## src/pkg/fpdc_pkg.sv

```systemverilog
package fpdc_pkg;

    // --------------------------------------------------------------------
    // Geometry
    // --------------------------------------------------------------------
    localparam int ADDR_W = 18;
    localparam int HALF_W = 9;
    localparam int DATA_W = 36;
    localparam int LANES = 4;
    localparam int ROWS = 512;
    localparam int WAKE_CYCLES = 8;
    localparam int SYNC_STAGES = 2;
    localparam int CNT_W = 14;

    // --------------------------------------------------------------------
    // Times in their own units and derived clock counts
    // --------------------------------------------------------------------
    localparam int CLK_PERIOD_NS = 10;
    localparam int POWERUP_US = 100;
    localparam int ROW_ACTIVE_MIN_NS = 60;
    localparam int ROW_ACTIVE_MAX_NS = 100000;
    localparam int ROW_PRECHARGE_NS = 40;
    localparam int RANDOM_CYCLE_NS = 110;
    localparam int PAGE_CYCLE_NS = 40;
    localparam int PAGE_COLUMN_PRECHARGE_NS = 10;
    localparam int ROW_TO_COLUMN_MIN_NS = 20;
    localparam int ROW_ACCESS_NS = 60;
    localparam int COLUMN_ACCESS_NS = 20;
    localparam int REFRESH_COLUMN_SETUP_NS = 10;
    localparam int REFRESH_INTERVAL_MS = 8;

    // Least times round up, longest times round down.
    localparam int POWERUP_CYC = (POWERUP_US * 1000 + CLK_PERIOD_NS - 1) / CLK_PERIOD_NS;
    localparam int RAS_MIN_CYC = (ROW_ACTIVE_MIN_NS + CLK_PERIOD_NS - 1) / CLK_PERIOD_NS;
    localparam int RAS_MAX_CYC = ROW_ACTIVE_MAX_NS / CLK_PERIOD_NS;
    localparam int RP_CYC = (ROW_PRECHARGE_NS + CLK_PERIOD_NS - 1) / CLK_PERIOD_NS;
    localparam int RC_CYC = (RANDOM_CYCLE_NS + CLK_PERIOD_NS - 1) / CLK_PERIOD_NS;
    localparam int PC_CYC = (PAGE_CYCLE_NS + CLK_PERIOD_NS - 1) / CLK_PERIOD_NS;
    localparam int CP_CYC = (PAGE_COLUMN_PRECHARGE_NS + CLK_PERIOD_NS - 1) / CLK_PERIOD_NS;
    localparam int RCD_CYC = (ROW_TO_COLUMN_MIN_NS + CLK_PERIOD_NS - 1) / CLK_PERIOD_NS;
    localparam int RAC_CYC = (ROW_ACCESS_NS + CLK_PERIOD_NS - 1) / CLK_PERIOD_NS;
    localparam int CAC_CYC = (COLUMN_ACCESS_NS + CLK_PERIOD_NS - 1) / CLK_PERIOD_NS;
    localparam int CSR_CYC = (REFRESH_COLUMN_SETUP_NS + CLK_PERIOD_NS - 1) / CLK_PERIOD_NS;
    localparam int REF_ROW_CYC = (REFRESH_INTERVAL_MS * 1000000 / ROWS) / CLK_PERIOD_NS;

    // Column low time covers access plus the data pin synchroniser.
    localparam int COL_CYC = CAC_CYC + SYNC_STAGES;
    localparam int PAGE_MARGIN_CYC = 64;

    typedef logic [CNT_W-1:0] fpdc_cnt_t;

    typedef enum logic [3:0] {
        S_PWR,
        S_IDLE,
        S_ROWSET,
        S_ROW,
        S_COLSET,
        S_COL,
        S_CPRE,
        S_PRE,
        S_CBR_SET,
        S_CBR_ROW
    } fpdc_state_e;

endpackage

```

## src/pkg/fpdc_tmr_if.sv

```systemverilog
`timescale 1ns/10ps
interface fpdc_tmr_if;
    import fpdc_pkg::*;
    logic load;
    fpdc_cnt_t count;
    logic done;
    modport ctl (output load, output count, input done);
    modport tmr (input load, input count, output done);
endinterface
```

## src/design/fpdc_ctrl.sv

```systemverilog
`timescale 1ns/10ps
module fpdc_ctrl
    import fpdc_pkg::*;
#(
    parameter int POWERUP_WAIT_CYC = POWERUP_CYC,
    parameter int ROW_MAX_CYC = RAS_MAX_CYC
)
(
    input wire logic clk_sys,
    input wire logic rst_b,
    input wire logic wide_mode,
    input wire logic req_valid,
    output logic req_ready,
    input wire logic req_write,
    input wire logic req_half,
    input wire logic [ADDR_W-1:0] req_addr,
    input wire logic [LANES-1:0] req_lanes,
    input wire logic [DATA_W-1:0] req_wdata,
    output logic rsp_valid,
    output logic [DATA_W-1:0] rsp_rdata,
    output logic init_done,
    output logic row_strobe_lower_n,
    output logic row_strobe_upper_n,
    output logic [LANES-1:0] lane_column_strobes_n,
    output logic [HALF_W-1:0] mux_address_lines,
    output logic write_n,
    input wire logic [DATA_W-1:0] data_lines_in,
    output logic [DATA_W-1:0] data_lines_out,
    output logic data_lines_oe
);
    fpdc_state_e state_r;
    fpdc_cnt_t row_cnt_r;
    fpdc_cnt_t pwr_cnt_r;
    fpdc_cnt_t ref_cnt_r;
    logic [3:0] wake_cnt_r;
    logic ref_pend_r;
    logic init_r;
    logic [DATA_W-1:0] dq_meta_r;
    logic [DATA_W-1:0] dq_sync_r;
    logic [HALF_W-1:0] cur_row_r;
    logic [HALF_W-1:0] cur_col_r;
    logic [1:0] row_sel_r;
    logic [LANES-1:0] lanes_r;
    logic wr_r;
    logic rsp_valid_r;
    logic [DATA_W-1:0] rsp_rdata_r;
    logic row_lo_n_r;
    logic row_up_n_r;
    logic [LANES-1:0] col_n_r;
    logic [HALF_W-1:0] addr_r;
    logic we_n_r;
    logic [DATA_W-1:0] dout_r;
    logic doe_r;
    logic [1:0] req_sel;
    logic page_hit;
    logic col_end;
    logic ref_tick;

    fpdc_tmr_if tif ();

    fpdc_timer u_timer (
        .clk_sys(clk_sys),
        .rst_b(rst_b),
        .t(tif)
    );

    // --------------------------------------------------------------------
    // Request decode
    // --------------------------------------------------------------------
    always_comb
    begin
        if (wide_mode)
        begin
            req_sel = 2'h3;
        end
        else
        begin
            req_sel = req_half ? 2'h2 : 2'h1;
        end
    end

    // Read data is only taken once both access paths are satisfied.
    assign col_end = (state_r == S_COL) && tif.done
        && (row_cnt_r >= fpdc_cnt_t'(RAC_CYC + SYNC_STAGES));

    // A page continues only for the same row and well inside the row limit.
    assign page_hit = req_valid && !ref_pend_r && (req_sel == row_sel_r)
        && (req_addr[ADDR_W-1:HALF_W] == cur_row_r)
        && (row_cnt_r < fpdc_cnt_t'(ROW_MAX_CYC - PAGE_MARGIN_CYC));

    assign req_ready = ((state_r == S_IDLE) && init_r && !ref_pend_r)
        || (col_end && page_hit);

    // --------------------------------------------------------------------
    // Data pin synchroniser
    // --------------------------------------------------------------------
    always_ff @(posedge clk_sys or negedge rst_b)
    begin
        if (!rst_b)
        begin
            dq_meta_r <= '0;
            dq_sync_r <= '0;
        end
        else
        begin
            dq_meta_r <= data_lines_in;
            dq_sync_r <= dq_meta_r;
        end
    end

    // --------------------------------------------------------------------
    // Row activity counter, restarted at every row strobe fall
    // --------------------------------------------------------------------
    always_ff @(posedge clk_sys or negedge rst_b)
    begin
        if (!rst_b)
        begin
            row_cnt_r <= '0;
        end
        else if (state_r == S_ROWSET || (state_r == S_CBR_SET && tif.done))
        begin
            row_cnt_r <= '0;
        end
        else if (row_cnt_r != '1)
        begin
            row_cnt_r <= row_cnt_r + fpdc_cnt_t'(1);
        end
    end

    // --------------------------------------------------------------------
    // Power-up wait and refresh scheduling
    // --------------------------------------------------------------------
    always_ff @(posedge clk_sys or negedge rst_b)
    begin
        if (!rst_b)
        begin
            pwr_cnt_r <= '0;
        end
        else if (state_r == S_PWR)
        begin
            pwr_cnt_r <= pwr_cnt_r + fpdc_cnt_t'(1);
        end
    end

    assign ref_tick = init_r && (ref_cnt_r == '0);

    always_ff @(posedge clk_sys or negedge rst_b)
    begin
        if (!rst_b)
        begin
            ref_cnt_r <= '0;
            ref_pend_r <= 1'b0;
        end
        else
        begin
            if (!init_r || ref_tick)
            begin
                ref_cnt_r <= fpdc_cnt_t'(REF_ROW_CYC - 1);
            end
            else
            begin
                ref_cnt_r <= ref_cnt_r - fpdc_cnt_t'(1);
            end
            // A new tick wins over the clear taken when a refresh starts.
            if (ref_tick)
            begin
                ref_pend_r <= 1'b1;
            end
            else if (state_r == S_IDLE && init_r)
            begin
                ref_pend_r <= 1'b0;
            end
        end
    end

    // --------------------------------------------------------------------
    // Timer loads on each phase entry
    // --------------------------------------------------------------------
    always_comb
    begin
        tif.load = 1'b0;
        tif.count = fpdc_cnt_t'(1);
        unique case (state_r)
            S_PWR:
            begin
                tif.load = (pwr_cnt_r == fpdc_cnt_t'(POWERUP_WAIT_CYC - 1));
                tif.count = fpdc_cnt_t'(CSR_CYC);
            end
            S_IDLE:
            begin
                tif.load = init_r && ref_pend_r;
                tif.count = fpdc_cnt_t'(CSR_CYC);
            end
            S_ROWSET:
            begin
                tif.load = 1'b1;
                tif.count = fpdc_cnt_t'(RCD_CYC);
            end
            S_COLSET:
            begin
                tif.load = 1'b1;
                tif.count = fpdc_cnt_t'(COL_CYC);
            end
            S_COL:
            begin
                tif.load = col_end;
                tif.count = page_hit ? fpdc_cnt_t'(CP_CYC) : fpdc_cnt_t'(RP_CYC);
            end
            S_CBR_SET:
            begin
                tif.load = tif.done;
                tif.count = fpdc_cnt_t'(RAS_MIN_CYC);
            end
            S_CBR_ROW:
            begin
                tif.load = tif.done;
                tif.count = fpdc_cnt_t'(RP_CYC);
            end
            S_PRE:
            begin
                tif.load = tif.done && (row_cnt_r >= fpdc_cnt_t'(RC_CYC - 1))
                    && (wake_cnt_r != 4'h0);
                tif.count = fpdc_cnt_t'(CSR_CYC);
            end
            default:
            begin
                tif.load = 1'b0;
            end
        endcase
    end

    // --------------------------------------------------------------------
    // Sequencer and pin drivers
    // --------------------------------------------------------------------
    always_ff @(posedge clk_sys or negedge rst_b)
    begin
        if (!rst_b)
        begin
            state_r <= S_PWR;
            wake_cnt_r <= 4'h0;
            init_r <= 1'b0;
            cur_row_r <= '0;
            cur_col_r <= '0;
            row_sel_r <= 2'h0;
            lanes_r <= '0;
            wr_r <= 1'b0;
            rsp_valid_r <= 1'b0;
            rsp_rdata_r <= '0;
            row_lo_n_r <= 1'b1;
            row_up_n_r <= 1'b1;
            col_n_r <= '1;
            addr_r <= '0;
            we_n_r <= 1'b1;
            dout_r <= '0;
            doe_r <= 1'b0;
        end
        else
        begin
            rsp_valid_r <= 1'b0;
            unique case (state_r)
                S_PWR:
                begin
                    if (tif.load)
                    begin
                        wake_cnt_r <= 4'(WAKE_CYCLES);
                        col_n_r <= '0;
                        state_r <= S_CBR_SET;
                    end
                end
                S_IDLE:
                begin
                    if (tif.load)
                    begin
                        we_n_r <= 1'b1;
                        col_n_r <= '0;
                        state_r <= S_CBR_SET;
                    end
                    else if (req_valid && req_ready)
                    begin
                        cur_row_r <= req_addr[ADDR_W-1:HALF_W];
                        cur_col_r <= req_addr[HALF_W-1:0];
                        row_sel_r <= req_sel;
                        lanes_r <= req_write ? req_lanes : '1;
                        wr_r <= req_write;
                        addr_r <= req_addr[ADDR_W-1:HALF_W];
                        we_n_r <= !req_write;
                        dout_r <= req_wdata;
                        state_r <= S_ROWSET;
                    end
                end
                S_ROWSET:
                begin
                    row_lo_n_r <= !row_sel_r[0];
                    row_up_n_r <= !row_sel_r[1];
                    state_r <= S_ROW;
                end
                S_ROW:
                begin
                    if (tif.done)
                    begin
                        addr_r <= cur_col_r;
                        state_r <= S_COLSET;
                    end
                end
                S_COLSET:
                begin
                    col_n_r <= ~lanes_r;
                    doe_r <= wr_r;
                    state_r <= S_COL;
                end
                S_COL:
                begin
                    if (col_end)
                    begin
                        rsp_valid_r <= 1'b1;
                        rsp_rdata_r <= wr_r ? '0 : dq_sync_r;
                        col_n_r <= '1;
                        doe_r <= 1'b0;
                        if (page_hit)
                        begin
                            cur_col_r <= req_addr[HALF_W-1:0];
                            lanes_r <= req_write ? req_lanes : '1;
                            wr_r <= req_write;
                            addr_r <= req_addr[HALF_W-1:0];
                            dout_r <= req_wdata;
                            state_r <= S_CPRE;
                        end
                        else
                        begin
                            row_lo_n_r <= 1'b1;
                            row_up_n_r <= 1'b1;
                            state_r <= S_PRE;
                        end
                    end
                end
                S_CPRE:
                begin
                    // Write strobe may only change once the column strobe is high.
                    we_n_r <= !wr_r;
                    if (tif.done)
                    begin
                        state_r <= S_COLSET;
                    end
                end
                S_CBR_SET:
                begin
                    if (tif.done)
                    begin
                        row_lo_n_r <= 1'b0;
                        row_up_n_r <= 1'b0;
                        state_r <= S_CBR_ROW;
                    end
                end
                S_CBR_ROW:
                begin
                    if (tif.done)
                    begin
                        row_lo_n_r <= 1'b1;
                        row_up_n_r <= 1'b1;
                        col_n_r <= '1;
                        if (wake_cnt_r != 4'h0)
                        begin
                            wake_cnt_r <= wake_cnt_r - 4'h1;
                        end
                        state_r <= S_PRE;
                    end
                end
                S_PRE:
                begin
                    we_n_r <= 1'b1;
                    if (tif.done && (row_cnt_r >= fpdc_cnt_t'(RC_CYC - 1)))
                    begin
                        if (wake_cnt_r != 4'h0)
                        begin
                            col_n_r <= '0;
                            state_r <= S_CBR_SET;
                        end
                        else
                        begin
                            init_r <= 1'b1;
                            state_r <= S_IDLE;
                        end
                    end
                end
                default:
                begin
                    state_r <= S_IDLE;
                end
            endcase
        end
    end

    assign rsp_valid = rsp_valid_r;
    assign rsp_rdata = rsp_rdata_r;
    assign init_done = init_r;
    assign row_strobe_lower_n = row_lo_n_r;
    assign row_strobe_upper_n = row_up_n_r;
    assign lane_column_strobes_n = col_n_r;
    assign mux_address_lines = addr_r;
    assign write_n = we_n_r;
    assign data_lines_out = dout_r;
    assign data_lines_oe = doe_r;
endmodule

```

## src/design/fpdc_timer.sv

```systemverilog
`timescale 1ns/10ps
module fpdc_timer
    import fpdc_pkg::*;
(
    input wire logic clk_sys,
    input wire logic rst_b,
    fpdc_tmr_if.tmr t
);
    fpdc_cnt_t cnt_r;

    // --------------------------------------------------------------------
    // Down counter: done rises count cycles after a load.
    // --------------------------------------------------------------------
    always_ff @(posedge clk_sys or negedge rst_b)
    begin
        if (!rst_b)
        begin
            cnt_r <= '0;
        end
        else if (t.load)
        begin
            cnt_r <= t.count - fpdc_cnt_t'(1);
        end
        else if (cnt_r != '0)
        begin
            cnt_r <= cnt_r - fpdc_cnt_t'(1);
        end
    end

    // Done does not look at load, so a phase may reload from its own done.
    assign t.done = (cnt_r == '0);
endmodule

```

## config.mk

```make
export PLATFORM = sky130hd
export DESIGN_NAME = fpdc_ctrl
export DESIGN_NICKNAME = d
export VERILOG_FILES = /design/src/pkg/fpdc_pkg.sv /design/src/pkg/fpdc_tmr_if.sv /design/src/design/fpdc_ctrl.sv /design/src/design/fpdc_timer.sv
export SDC_FILE = /design/constraint.sdc
export NUM_CORES = 1
export LEC_CHECK = 0
export BUFFER_PORTS_ARGS = -buffer_cell sky130_fd_sc_hd__buf_4
export CORE_UTILIZATION = 29
export CTS_BUF_LIST = sky130_fd_sc_hd__clkbuf_2 sky130_fd_sc_hd__clkbuf_4 sky130_fd_sc_hd__clkbuf_8
export CTS_CLUSTER_DIAMETER = 150
export DETAILED_ROUTE_END_ITERATION = 7
export MAX_ROUTING_LAYER = met4
export PLACE_DENSITY_LB_ADDON = 0.2
export SYNTH_ARGS = -nofsm -noshare
export SYNTH_HDL_FRONTEND = slang
export SYNTH_HIERARCHICAL = 1
export SYNTH_SLANG_ARGS = --single-unit
```

## constraint.sdc

```tcl
create_clock -name clk_sys -period 10.2 [get_ports clk_sys]
set_input_delay 2.04 -clock clk_sys [delete_from_list [all_inputs] [get_ports clk_sys]]
set_output_delay 2.04 -clock clk_sys [all_outputs]
set_load 0.005 [all_outputs]
```

# Word level (Yosys, flattened, before mapping)
# Cells that the tools add are included.
[word_totals]
reg_bits = 253
inputBits = 100
[classes]
n_addsub = 6
order_cmp = 3
n_eq_ne = 28
n_mux = 71
bitwise_logic = 3
reduce_logical = 55
[op_table]
columns = ["op", "count"]
rows = [
  ["36-bit two-way mux", 5],
  ["4-bit two-way mux", 21],
  ["36-bit one-hot mux with 2 select lines", 1],
  ["14-bit two-way mux", 5],
  ["9-bit two-way mux", 7],
  ["4-bit one-hot mux with 9 select lines", 1],
  ["14-bit by 1-bit adder with 14-bit output (second input constant)", 2],
  ["14-bit by 4-bit greater-or-equal comparator with 1-bit output (second input constant)", 2],
  ["14-bit zero test", 2],
  ["14-bit by 1-bit subtractor with 14-bit output (second input constant)", 2],
  ["9-bit one-hot mux with 3 select lines", 1],
  ["2-bit != test (second input constant)", 11],
  ["4-bit one-hot mux with 5 select lines", 1],
  ["9-bit one-hot mux with 2 select lines", 1],
  ["4-bit by 3-bit equality test with 1-bit output (second input constant)", 4],
  ["1-bit two-way mux", 16],
  ["4-bit one-hot mux with 2 select lines", 2],
  ["1-bit logical AND", 15],
  ["14-bit equality test (second input constant)", 1],
  ["14-bit less-than comparator (second input constant)", 1],
  ["14-bit != test (second input constant)", 1],
  ["14-bit nonzero test", 1],
  ["3-bit one-hot mux with 4 select lines", 1],
  ["6-bit AND reduction", 2],
  ["other kinds (30)", 60],
]

# Logic depth before layout (Yosys ltp)
# Gate-level depths: netlist of the first run.
[logic_depth]
ltp_word = 12
ltp_mapped = 17
ltp_nobuf = 14

# Hierarchy
# Netlist of the first run, hierarchy kept.
[modules_own_cells]
columns = ["module", "instances", "cells_per_inst", "area_each_um2", "seq_area_each_um2"]
rows = [
  ["fpdc_ctrl", 1, 803, 9596.7, 5989.5],
  ["fpdc_timer", 1, 110, 1046.0, 350.3],
]

# Worst setup path after synthesis of the first run
# No wires, ideal clock.
[synth_path]
kind = "input-to-output"
from = "in req_half"
to = "out req_ready"
arrival_time_ps = 3012
required_time_ps = 8160
path_slack_ps = 5148
cell_stages = 5
n_path_buf = 0
cell_sequence = "or3_1 a21oi_1 a31o_2 nand3_1 o22ai_1"
[synth_via]
elab_chain_len = 8
[synth_lines]
columns = ["item", "line_no", "source"]
rows = [
  ["start, declared", "fpdc_ctrl.sv:15", "input wire logic req_half,"],
  ["2-bit two-way mux", "fpdc_ctrl.sv:78", "req_sel = req_half ? 2'h2 : 2'h1;"],
  ["2-bit two-way mux", "fpdc_ctrl.sv:72", "if (wide_mode)"],
  ["2-bit equality test", "fpdc_ctrl.sv:87", "assign page_hit = req_valid && !ref_pend_r && (req_sel == row_sel_r)"],
  ["1-bit logical AND", "fpdc_ctrl.sv:87", ""],
  ["1-bit logical AND", "fpdc_ctrl.sv:88", "&& (req_addr[ADDR_W-1:HALF_W] == cur_row_r)"],
  ["1-bit logical AND", "fpdc_ctrl.sv:89", "&& (row_cnt_r < fpdc_cnt_t'(ROW_MAX_CYC - PAGE_MARGIN_CYC));"],
  ["1-bit logical AND", "fpdc_ctrl.sv:92", "|| (col_end && page_hit);"],
  ["1-bit logical OR", "fpdc_ctrl.sv:92", ""],
  ["end, declared", "fpdc_ctrl.sv:13", "output logic req_ready,"],
]
# No other way between the ends.

# Worst setup path in the final report of the first run
[layout_path]
from = "in req_addr[13]"
to = "out req_ready"
[layout_via]
elab_chain_len = 5
[layout_lines]
columns = ["item", "line_no", "source"]
rows = [
  ["start, declared", "fpdc_ctrl.sv:16", "input wire logic [ADDR_W-1:0] req_addr,"],
  ["9-bit equality test", "fpdc_ctrl.sv:88", ""],
  ["1-bit logical AND", "fpdc_ctrl.sv:88", ""],
  ["1-bit logical AND", "fpdc_ctrl.sv:89", ""],
  ["1-bit logical AND", "fpdc_ctrl.sv:92", ""],
  ["1-bit logical OR", "fpdc_ctrl.sv:92", ""],
]
# No other way between the ends.

==> results of run 1 <==
cells in the final DEF (no fill, tap or decap), types with 3 or more instances in the layout:
master / count
ha_1: 6
nor4_1: 7
inv_1: 16
clkbuf_4: 14
nand2_1: 92
a21oi_1: 20
a31oi_1: 8
a211o_1: 3
xor2_1: 28
and3_1: 6
dfstp_2: 7
nor2_1: 50
nand2b_1: 51
mux2i_1: 3
o22ai_1: 12
mux2_2: 75
nand4_1: 14
nor3_1: 25
buf_4: 197
nand3_1: 21
or3_1: 8
conb_1: 30
and4_1: 3
or3_4: 3
dfrtp_1: 246
o21ai_0: 55
xnor2_1: 35
a22oi_1: 9
nor2b_1: 9
clkbuf_8: 53
nor3b_1: 4
kinds of logic (layout without fill, tap and decap cells):
kind of cell    count (synthesis)  in the layout
xor+xnor                       63             63
simple gates                  319            319
mux                            78             78
buf+inv                        59            287
flops                         253            253
compound gates                134            134
fa+ha+maj                       6              6
other cells                     1             30
where the power goes:
group / internal, mW / total, mW / switching, mW / leakage [nW]
Clock: 0.545 / 0.955 / 0.410 / 0.480
Combinational: 0.0872 / 0.171 / 0.0837 / 2.67
Sequential: 1.04 / 1.08 / 0.0333 / 3.28
routing by layer:
metal / up-vias / share of wire
li1: 3601 / -
met1: 3560 / 0.44
met2: 189 / 0.47
met3: 43 / 0.064
met4: 0 / 0.023
met5: - / 0
worst min path at each step:
stage	endpoint	start	slack, ns
floorplan	dq_sync_r[0]	dq_meta_r[0]	0.33
global placement	dq_sync_r[17]	dq_meta_r[17]	0.33
detailed placement	dq_sync_r[10]	dq_meta_r[10]	0.33
CTS	dq_sync_r[35]	dq_meta_r[35]	0.34
global route	dq_sync_r[35]	dq_meta_r[35]	0.33
finish	dq_sync_r[35]	dq_meta_r[35]	0.34
state kept, by name, summed over array words and instances (netlist names), 14 cells and up:
| register | flops |
|---|---|
| data_lines_out | 36 |
| dq_meta_r | 36 |
| rsp_rdata | 36 |
| row_cnt_r | 14 |
| dq_sync_r | 36 |
| ref_cnt_r | 14 |
| pwr_cnt_r | 14 |
| u_timer/cnt_r | 14 |
metrics by stage:
stage	cell area [sq um]	setup slack, ns	std cells	util
after floorplan	10800	5.15	942	-
final	13600	4.44	1631	0.379
after detailed placement	12700	4.38	1559	0.354
after global routing	13600	4.33	1631	0.379
after global placement	12700	4.41	1559	0.354
after CTS	13600	4.38	1631	0.379
critical path: cells and delay by family:
kind | cells | cell delay [ns]
and+or+nand+nor | 3 | 0.93
AOI/OAI and AO/OA | 1 | 0.33
xor gates and xnor gates | 1 | 0.13
buffers and inverters | 2 | 0.28
final cells by class:
| class | instances | area (sq um) | share of cell area |
|---|---|---|---|
| Clock buffer | 67 | 835 | 0.0615 |
| Clock inverter | 5 | 62.6 | 0.00461 |
| Inverter | 16 | 60.1 | 0.00443 |
| Multi-Input combinational cell | 630 | 4180 | 0.308 |
| Sequential cell | 253 | 6340 | 0.467 |
| Tap cell | 461 | 577 | 0.0425 |
| Timing Repair Buffer | 199 | 1510 | 0.112 |
==> key figures, run 1 <==
Timing
  – RSZ-0062 raised after global routing: no
  – Setup Viol. Count Final: 0
  – Setup Skew: 0.0239 ns
  – Max_slew headroom: 0.354
  – Fin crit period: 5.76 ns
  – Max-slew violations: 0
  – Min Hold Slack: 0.340 ns
  – Final hold vios: 0
  – Max Clock Freq: 174 MHz
  – Total Neg Setup Slack: 0 ns
  – Final period utilization: 0.564
  – Worst slew pin tran: 0.969 ns

Yosys
  – Multiplexer share of the synthesized area: 0.0822
  – Post-Syn Area: 10600 sq um
  – Unique cell type count in the Yosys netlist: 71
  – Commonest cells post-synth: dfrtp_1, nand2_1, mux2_2
  – Synth Register Bits: 253
  – Post-synth top area cell: dfrtp_1
  – Synth top area share: 0.578
  – Ys async rst share: 1.00
  – Post-synthesis instance total: 913
  – Synth Area in XOR/XNOR: 0.0518
  – Synth Area in Compound Gates: 0.0797
  – Simple-gate share of the synthesized area: 0.160
  – Yosys warns: 6
  – Mean Syn Cell Area: 11.7 sq um
  – Register area share after synthesis: 0.596
  – Area contributors post-synth: dfrtp_1, mux2_2, nand2_1
  – Number of synthesized flops with an enable pin: 0
  – Primary FF master, synth: dfrtp_1
  – Combinational family with the most area after synthesis: simple AND/OR/NAND/NOR gates
  – Most common cell in the netlist: dfrtp_1
  – Adder-Cell Fraction of Synth Area: 0.00705

Critical path
  – CP max-delay cell: nor4_1
  – Setup CP Type: in -> out
  – CP endpoint kind: output pin
  – Reg-to-reg endpoint: u_timer/cnt_r[12]
  – CP endpoint: req_ready
  – Critical path's largest stage delay: 0.40 ns
  – Worst r2r path cells: 11
  – CP startpoint: req_addr[13]
  – Crit-path most repeated cell: buf_4
  – Worst R2R Start: state_r[1]
  – Setup slack, reg-to-reg: 5.42 ns
  – WP data arrival: 3.72 ns
  – CP Cell Sequence: buf_4, xor2_1, nor4_1, and3_1, nand3_1, o22ai_1, buf_4
  – Critical-path maximum fanout: 6
  – Startpoint type of the worst setup path: input pin
  – CP required: 8.16 ns

Cells and area
  – Nets@finish: 1251
  – Area Overhead vs Synth: 27.5%
  – Filler instances: 3517
  – ANT cells: 0
  – Share of post-route cells with drive strength above 1: 0.324

GRT
  – Largest net degree at the start of global routing: 130
  – GRT overflow: 0
  – Initial antenna violation count: 0
  – Global routing's busiest layer: met2
  – GR Layer Usage met2: 0.219
  – Total Routing Usage GR: 0.141
  – Routing usage on met3: 0.0408
  – Vias in the first global route: 7570
  – Global-route wire length before repair: 41100 um
  – Met1 usage: 0.176

CTS
  – Num CTS Buffers: 45
  – Clock slew at reported path FFs: 0.06 ns
  – CTS sink cnt: 253
  – CTS tree: yes
  – Post-CTS Repair Setup Buffers: 0
  – Root buf cell: clkbuf_8
  – # H-tree levels: 2
  – Hold buffer count at cts: 0
  – Max Root-Sink Buffers: 3
  – # resized after CTS: 0
  – Clk Latency, worst-skew pair: 0.57 ns

Power
  – Lkg Pwr: 6.43 nW
  – Tot Pwr: 2.20 mW
  – PwrDens: 162 nW/um^2
  – Worst vdd ir: 0.0000909 V

Routing
  – Residual DRC: 0
  – DRT iter0 DRCs: 465
  – DRT Wirelength: 25300 um
  – Antenna-violating nets left: 0
  – Avg WL per Cell: 15.5 um
  – Vias per cell: 4.53
  – Total number of vias: 7393
  – DR pass1 iterations: 4

Min path
  – Min-Delay Path Depth: 0
  – Hold/Removal Path Class: reg -> reg

Floorplanning
  – Top Ports: 192
  – Site Rows: 69
  – Die W: 194 um
  – Die ar.: 37500 sq um
  – Chip height: 194 um
  – Initial Utilization: 0.297
  – Core area: 35800 sq um

Run status
  – Status: finished, final reports clean

Run
  – Max cap viols: 0

Placed design
  – Port bufs: 191
  – Hpwl dp: 17200 um
  – GPL Wtd Cong: 0.774
Note: power is estimated with default switching activity, not from simulation.
==> run 2: changes to the inputs <==
--- a/config.mk
+++ b/config.mk
@@ -5,6 +5,7 @@
 export SDC_FILE = /design/constraint.sdc
 export NUM_CORES = 1
 export LEC_CHECK = 0
+export ABC_AREA = 1
 export BUFFER_PORTS_ARGS = -buffer_cell sky130_fd_sc_hd__buf_4
 export CORE_UTILIZATION = 29
 export CTS_BUF_LIST = sky130_fd_sc_hd__clkbuf_2 sky130_fd_sc_hd__clkbuf_4 sky130_fd_sc_hd__clkbuf_8
==> constraint.sdc (replaced) <==
create_clock -name clk_sys -period 5.76 [get_ports clk_sys]
set_input_delay 1.152 -clock clk_sys [delete_from_list [all_inputs] [get_ports clk_sys]]
set_output_delay 1.152 -clock clk_sys [all_outputs]
set_load 0.005 [all_outputs]
==> run 2 against run 1 <==
Net effect: clock power rose by 100%; sequential power is 70% higher; critical path type is now reg -> reg; core utilization down 0.19 points; via count rose by 18%.
==> key figures, run 2 <==
Run status
  – Status: finished, final reports clean

Routing
  – Antenna-violating nets left: 0 (unchanged)
  – DRT Wirelength: 28400 um (+12%)
  – Residual DRC: 0 (unchanged)
  – DR pass1 iterations: 5 (+1)
  – Total number of vias: 8728 (+18%)
  – Avg WL per Cell: 14.1 um (-9.4%)
  – Vias per cell: 4.32 (-4.7%)
  – DRT iter0 DRCs: 473 (+1.7%)

CTS
  – Post-CTS Repair Setup Buffers: 0 (unchanged)
  – # H-tree levels: 2 (unchanged)
  – # resized after CTS: 0 (unchanged)
  – Hold buffer count at cts: 0 (unchanged)
  – Clk Latency, worst-skew pair: 0.57 ns (about the same)
  – Max Root-Sink Buffers: 3 (unchanged)
  – CTS sink cnt: 253 (unchanged)
  – Clock slew at reported path FFs: 0.06 ns (about the same)
  – CTS tree: yes
  – Num CTS Buffers: 46 (+2.2%)
  – Root buf cell: clkbuf_8

Cells and area
  – Most common cell after layout, fill and taps aside: nand2_1
  – Most frequent cells in the layout: nand2_1, dfrtp_1, buf_4
  – Area Overhead vs Synth: 26.9%
  – Share of post-route cells with drive strength above 1: 0.222 (-0.102)
  – Post-route cell area: 13900 sq um (+2.7%)
  – Filler instances: 3864 (+9.9%)
  – Nets@finish: 1592 (+27%)

Critical path
  – CP top delay family: simple AND/OR/NAND/NOR gates
  – CP Cell Sequence: nor2_1, nand4_1, nor3_1, inv_1, nor2_4, nand2_2, inv_2, nand3_1, nand2_2, nand2_2, buf_4, inv_2, nand2_1, nand2_1, nand2_1
  – Worst r2r path cells: 15 (+4)
  – CP endpoint kind: register
  – Crit path depth: 15 (+8)
  – CP required: 6.21 ns (-1.95 ns)
  – CP max-delay cell: inv_2
  – WP data arrival: 4.61 ns (+0.89 ns)
  – Worst R2R Start: u_timer/cnt_r[1]
  – CP startpoint: u_timer/cnt_r[1]
  – Setup CP Type: reg -> reg
  – Buf/Inv on CP: 4 (+2)
  – Startpoint type of the worst setup path: register
  – Critical path's largest stage delay: 0.73 ns (+0.33 ns)
  – Critical-path maximum fanout: 76 (+70)

Floorplanning
  – Die W: 197 um (+1.5%)
  – Die ar.: 38600 sq um (+3.1%)
  – Core area: 37000 sq um (+3.2%)
  – Site Rows: 70 (+1.4%)
  – Chip height: 197 um (+1.5%)
  – Top Ports: 192 (unchanged)
  – Initial Utilization: 0.297 (about the same)

Timing
  – Max_slew headroom: 0.335 (-0.0191)
  – Setup Viol. Count Final: 0 (unchanged)
  – Fin crit period: 4.16 ns
  – Worst slew pin tran: 0.998 ns (+0.0287 ns)
  – Max-slew violations: 0 (unchanged)
  – Max Clock Freq: 241 MHz
  – Final period utilization: 0.722
  – Total Neg Setup Slack: 0 ns (unchanged)
  – Setup Skew: 0.0190 ns (-0.00491 ns)
  – Final hold vios: 0 (unchanged)
  – RSZ-0062 raised after global routing: no

Yosys
  – Post-Syn Area: 11000 sq um (+3.1%)
  – Register area share after synthesis: 0.578 (-0.0179)
  – Commonest cells post-synth: nand2_1, dfrtp_1, inv_1
  – Number of synthesized flops with an enable pin: 0 (unchanged)
  – Post-synth top area cell: dfrtp_1
  – Mean Syn Cell Area: 8.70 sq um (-25%)
  – Post-synthesis instance total: 1261 (+38%)
  – Yosys warns: 6 (unchanged)
  – Synth Register Bits: 253 (unchanged)
  – Synth top area share: 0.561 (-0.0174)
  – Ys async rst share: 1.00 (unchanged)
  – Area contributors post-synth: dfrtp_1, nand2_1, inv_1
  – Most common cell in the netlist: nand2_1
  – Primary FF master, synth: dfrtp_1
  – Unique cell type count in the Yosys netlist: 41 (-42%)

Power
  – PwrDens: 281 nW/um^2 (+73%)
  – Worst vdd ir: 0.000136 V (+49%)
  – Lkg Pwr: 7.04 nW (+9.5%)

Placed design
  – GPL Wtd Cong: 0.862 (+11%)
  – Port bufs: 191 (unchanged)
  – Area of placed instances: 12900 sq um (+1.6%)
  – Hpwl dp: 19700 um (+15%)

Run
  – Max cap viols: 0 (unchanged)

GRT
  – Initial antenna violation count: 1 (+1)
  – Global-route wire length before repair: 45900 um (+12%)
  – Total Routing Usage GR: 0.154 (+0.0125)
  – GRT overflow: 0 (unchanged)
  – Vias in the first global route: 8658 (+14%)
  – Largest net degree at the start of global routing: 125 (-3.8%)

Min path
  – Hold/Removal Path Class: reg -> reg
  – Min-Delay Path Depth: 0 (unchanged)
  – Hold Startpoint: dq_meta_r[10]
-- run 2: cell types whose count changed after synthesis, moves of 24 or more --
cell,previous run,this run
mux2_2,75,0
inv_1,16,113
nand2b_1,51,0
xnor2_1,35,4
nand3_1,22,75
o21ai_0,55,79
nor2_1,50,98
nand2_1,92,443
-- run 2: cell type report --
type,instances,area [sq um],share of cell area
timing repair buffer,198,1490,0.107
clock buffer,72,935,0.0671
clock inverter,6,115,0.00826
multi-input combinational,862,3940,0.283
sequential,253,6340,0.455
antenna,1,2.50,0.000180
tap,504,631,0.0453
inverter,125,472,0.0339
-- run 2: power by group --
part	switching (mW)	internal [mW]
Sequential	0.0168	1.82
Combinational	0.0833	0.0764
Clock	0.749	1.16
-- run 2: path summary, 6_finish.rpt --
path / end / slack [ns]
max in group asynchronous: dq_sync_r[2] / 3.76
worst min register to register: dq_sync_r[10] / 0.34
worst max register to register: cur_row_r[7] / 1.60
worst max-delay path: cur_row_r[7] / 1.60
min in group asynchronous: pwr_cnt_r[8] / 0.69
worst min-delay path: dq_sync_r[10] / 0.34
-- run 2: logic make-up after synthesis --
kind of cell / Yosys count / share of synthesized area
other cells: 1 / 0.000342
buf+inv: 161 / 0.0683
fa+ha+maj: 6 / 0.00684
compound gates: 133 / 0.0672
xor+xnor: 22 / 0.0176
simple gates: 685 / 0.262
flops: 253 / 0.578
-- run 2: metal layers --
metal / part of all wire / routed length, um / GRT usage
met1: 0.50 / 14200 / 0.214
met2: 0.43 / 12200 / 0.224
met3: 0.054 / 1530 / 0.0335
met4: 0.016 / 444 / 0.0443
met5: 0 / 0 / -
-- run 2: worst register-to-register path: cells and delay by family, from the launching register on --
family,cells,cell delay (ns)
buf+inv,4,1.54
flops,1,0.39
simple gates,11,2.12
-- run 2: per-stage QoR --
stage	instances	utilization	total power [mW]	setup slack [ns]	hold slack, ns
3_3_place_gp	1942	0.348	2.03	1.55	0.331
6_report	2021	0.377	3.91	1.60	0.338
5_1_grt	2021	0.377	4.08	1.19	0.352
2_1_floorplan	1276	-	1.91	2.77	0.331
3_5_place_dp	1942	0.348	2.04	1.51	0.335
4_1_cts	2020	0.377	4.00	1.55	0.339
==> run 3: changes to the inputs <==
==> constraint.sdc (replaced) <==
create_clock -name clk_sys -period 4.3 [get_ports clk_sys]
set_input_delay 0.86 -clock clk_sys [delete_from_list [all_inputs] [get_ports clk_sys]]
set_output_delay 0.86 -clock clk_sys [all_outputs]
set_load 0.005 [all_outputs]
==> run 3 against run 2 <==
Net effect: cell count grew 0.20%; power grew 32%; largest power group unchanged; critical endpoint is now req_ready; cell area grew 0.12%; global-route usage shrank 0.47 points.
==> key figures, run 3 (synthesis results as in run 2) <==
Critical path
  – Worst R2R Start: u_timer/cnt_r[1]
  – Reg-to-reg endpoint: u_timer/cnt_r[12]
  – CP startpoint: u_timer/cnt_r[1]
  – CP endpoint: req_ready
  – WP data arrival: 2.60 ns (-2.01 ns)
  – Startpoint type of the worst setup path: register
  – Critical-path maximum fanout: 76 (unchanged)
  – Setup CP Type: reg -> out
  – CP endpoint kind: output pin
  – Setup slack, reg-to-reg: 1.17 ns (-0.43 ns)
  – CP required: 3.44 ns (-2.77 ns)
  – Worst r2r path cells: 17 (+2)

Timing
  – Max Clock Freq: 289 MHz
  – Max-slew violations: 0 (unchanged)
  – Final period utilization: 0.806
  – Worst slew pin tran: 0.947 ns (-0.0507 ns)
  – RSZ-0062 raised after global routing: no
  – Min Hold Slack: 0.342 ns (+0.00428 ns)
  – Setup Viol. Count Final: 0 (unchanged)
  – Setup Skew: 0.0251 ns (+0.00603 ns)
  – Final hold vios: 0 (unchanged)
  – Fin crit period: 3.46 ns
  – Max_slew headroom: 0.368 (+0.0338)
  – Total Neg Setup Slack: 0 ns (unchanged)

Cells and area
  – Share of post-route cells with drive strength above 1: 0.224 (+0.00205)
  – Area Overhead vs Synth: 27.1%
  – Most common cell after layout, fill and taps aside: nand2_1
  – Multi-input gate area: 3940 sq um (unchanged)
  – Nets@finish: 1593 (+0.063%)
  – Most frequent cells in the layout: nand2_1, dfrtp_1, buf_4
  – Register area: 6340 sq um (unchanged)
  – Final core utilization: 0.377 (+0.000440)
  – Filler instances: 3843 (-0.54%)

CTS
  – # resized after CTS: 0 (unchanged)
  – Num CTS Buffers: 44 (-4.3%)
  – # H-tree levels: 2 (unchanged)
  – Post-CTS Repair Setup Buffers: 0 (unchanged)
  – CTS sink cnt: 253 (unchanged)
  – Clock slew at reported path FFs: 0.06 ns (about the same)
  – Hold buffer count at cts: 0 (unchanged)
  – Root buf cell: clkbuf_8
  – CTS tree: yes
  – Max Root-Sink Buffers: 3 (unchanged)
  – Clk Latency, worst-skew pair: 0.57 ns (about the same)

Routing
  – Antenna-violating nets left: 0 (unchanged)
  – DRT iter0 DRCs: 591 (+25%)
  – Avg WL per Cell: 13.7 um (-2.4%)
  – Vias per cell: 4.39 (+1.5%)
  – Total number of vias: 8880 (+1.7%)
  – DR pass1 iterations: 5 (unchanged)
  – Residual DRC: 0 (unchanged)
  – DRT Wirelength: 27800 um (-2.2%)

Floorplanning
  – Top Ports: 192 (unchanged)
  – Die W: 197 um (unchanged)
  – Die ar.: 38600 sq um (unchanged)
  – Core area: 37000 sq um (unchanged)
  – Initial Utilization: 0.297 (unchanged)
  – Chip height: 197 um (unchanged)
  – Site Rows: 70 (unchanged)

Power
  – PwrDens: 371 nW/um^2 (+32%)
  – Worst vdd ir: 0.000210 V (+55%)
  – Lkg Pwr: 7.05 nW (+0.15%)

Placed design
  – Port bufs: 191 (unchanged)
  – GPL Wtd Cong: 0.859 (-0.34%)
  – Hpwl dp: 19200 um (-2.4%)

GRT
  – Total Routing Usage GR: 0.149 (-0.00469)
  – Largest net degree at the start of global routing: 121 (-3.2%)
  – GRT overflow: 0 (unchanged)
  – Initial antenna violation count: 1 (unchanged)
  – Global-route wire length before repair: 44600 um (-2.8%)
  – Vias in the first global route: 8456 (-2.3%)

Min path
  – Hold/Removal Path Class: reg -> reg

Run status
  – Status: finished, final reports clean

Run
  – Max cap viols: 0 (unchanged)
==> run 3: stage by stage <==
stage,area [sq um],worst slack [ns],power (mW),std cells
after CTS,13900,0.767,5.28,2024
final,13900,0.836,5.17,2025
after floorplan,11000,1.74,2.55,1276
after global routing,13900,0.609,5.41,2025
after global placement,12900,1.19,2.73,1945
after detailed placement,12900,1.12,2.73,1945
==> run 3: layer usage <==
metal	vias to the layer above	global-route usage	wire length [um]
met5	-	-	0
met4	0	0.0417	492
met3	50	0.0341	1860
met2	261	0.218	12100
met1	4153	0.206	13300
li1	4416	-	-
==> run 3: where the power goes <==
| part | switching [mW] | leakage, nW | internal (mW) | total [mW] |
|---|---|---|---|---|
| Sequential | 0.0221 | 3.14 | 2.44 | 2.46 |
| Combinational | 0.113 | 3.37 | 0.106 | 0.218 |
| Clock | 1.01 | 0.537 | 1.48 | 2.49 |
==> run 3: layout make-up <==
class / count / share of cell area
Sequential cell: 253 / 0.455
Multi-Input combinational cell: 862 / 0.283
Timing Repair Buffer: 201 / 0.111
Clock buffer: 68 / 0.0626
Tap cell: 504 / 0.0452
Inverter: 125 / 0.0338
Clock inverter: 11 / 0.0104
Antenna cell: 1 / 0.000179
==> run 3: critical path, cell delays in order, from the launching register on <==
cell and delay, ns:
dfrtp_1 0.39, nor2_1 0.13, nand4_1 0.12, nor3_1 0.17, buf_4 0.17, inv_1 0.11, nor2_4 0.13, nand2_2 0.06
buf_4 0.30, inv_2 0.13, nand3_1 0.09, nand2_2 0.09, buf_4 0.13
==> run 3: worst min-delay path by stage <==
stage | from | to | cells past startpoint
6_report | dq_meta_r[23] | dq_sync_r[23] | 0
5_1_grt | data_lines_in[21] | dq_meta_r[21] | 1
4_1_cts | data_lines_in[21] | dq_meta_r[21] | 1
3_5_place_dp | dq_meta_r[20] | dq_sync_r[20] | 0
3_3_place_gp | dq_meta_r[16] | dq_sync_r[16] | 0
2_1_floorplan | dq_meta_r[0] | dq_sync_r[0] | 0
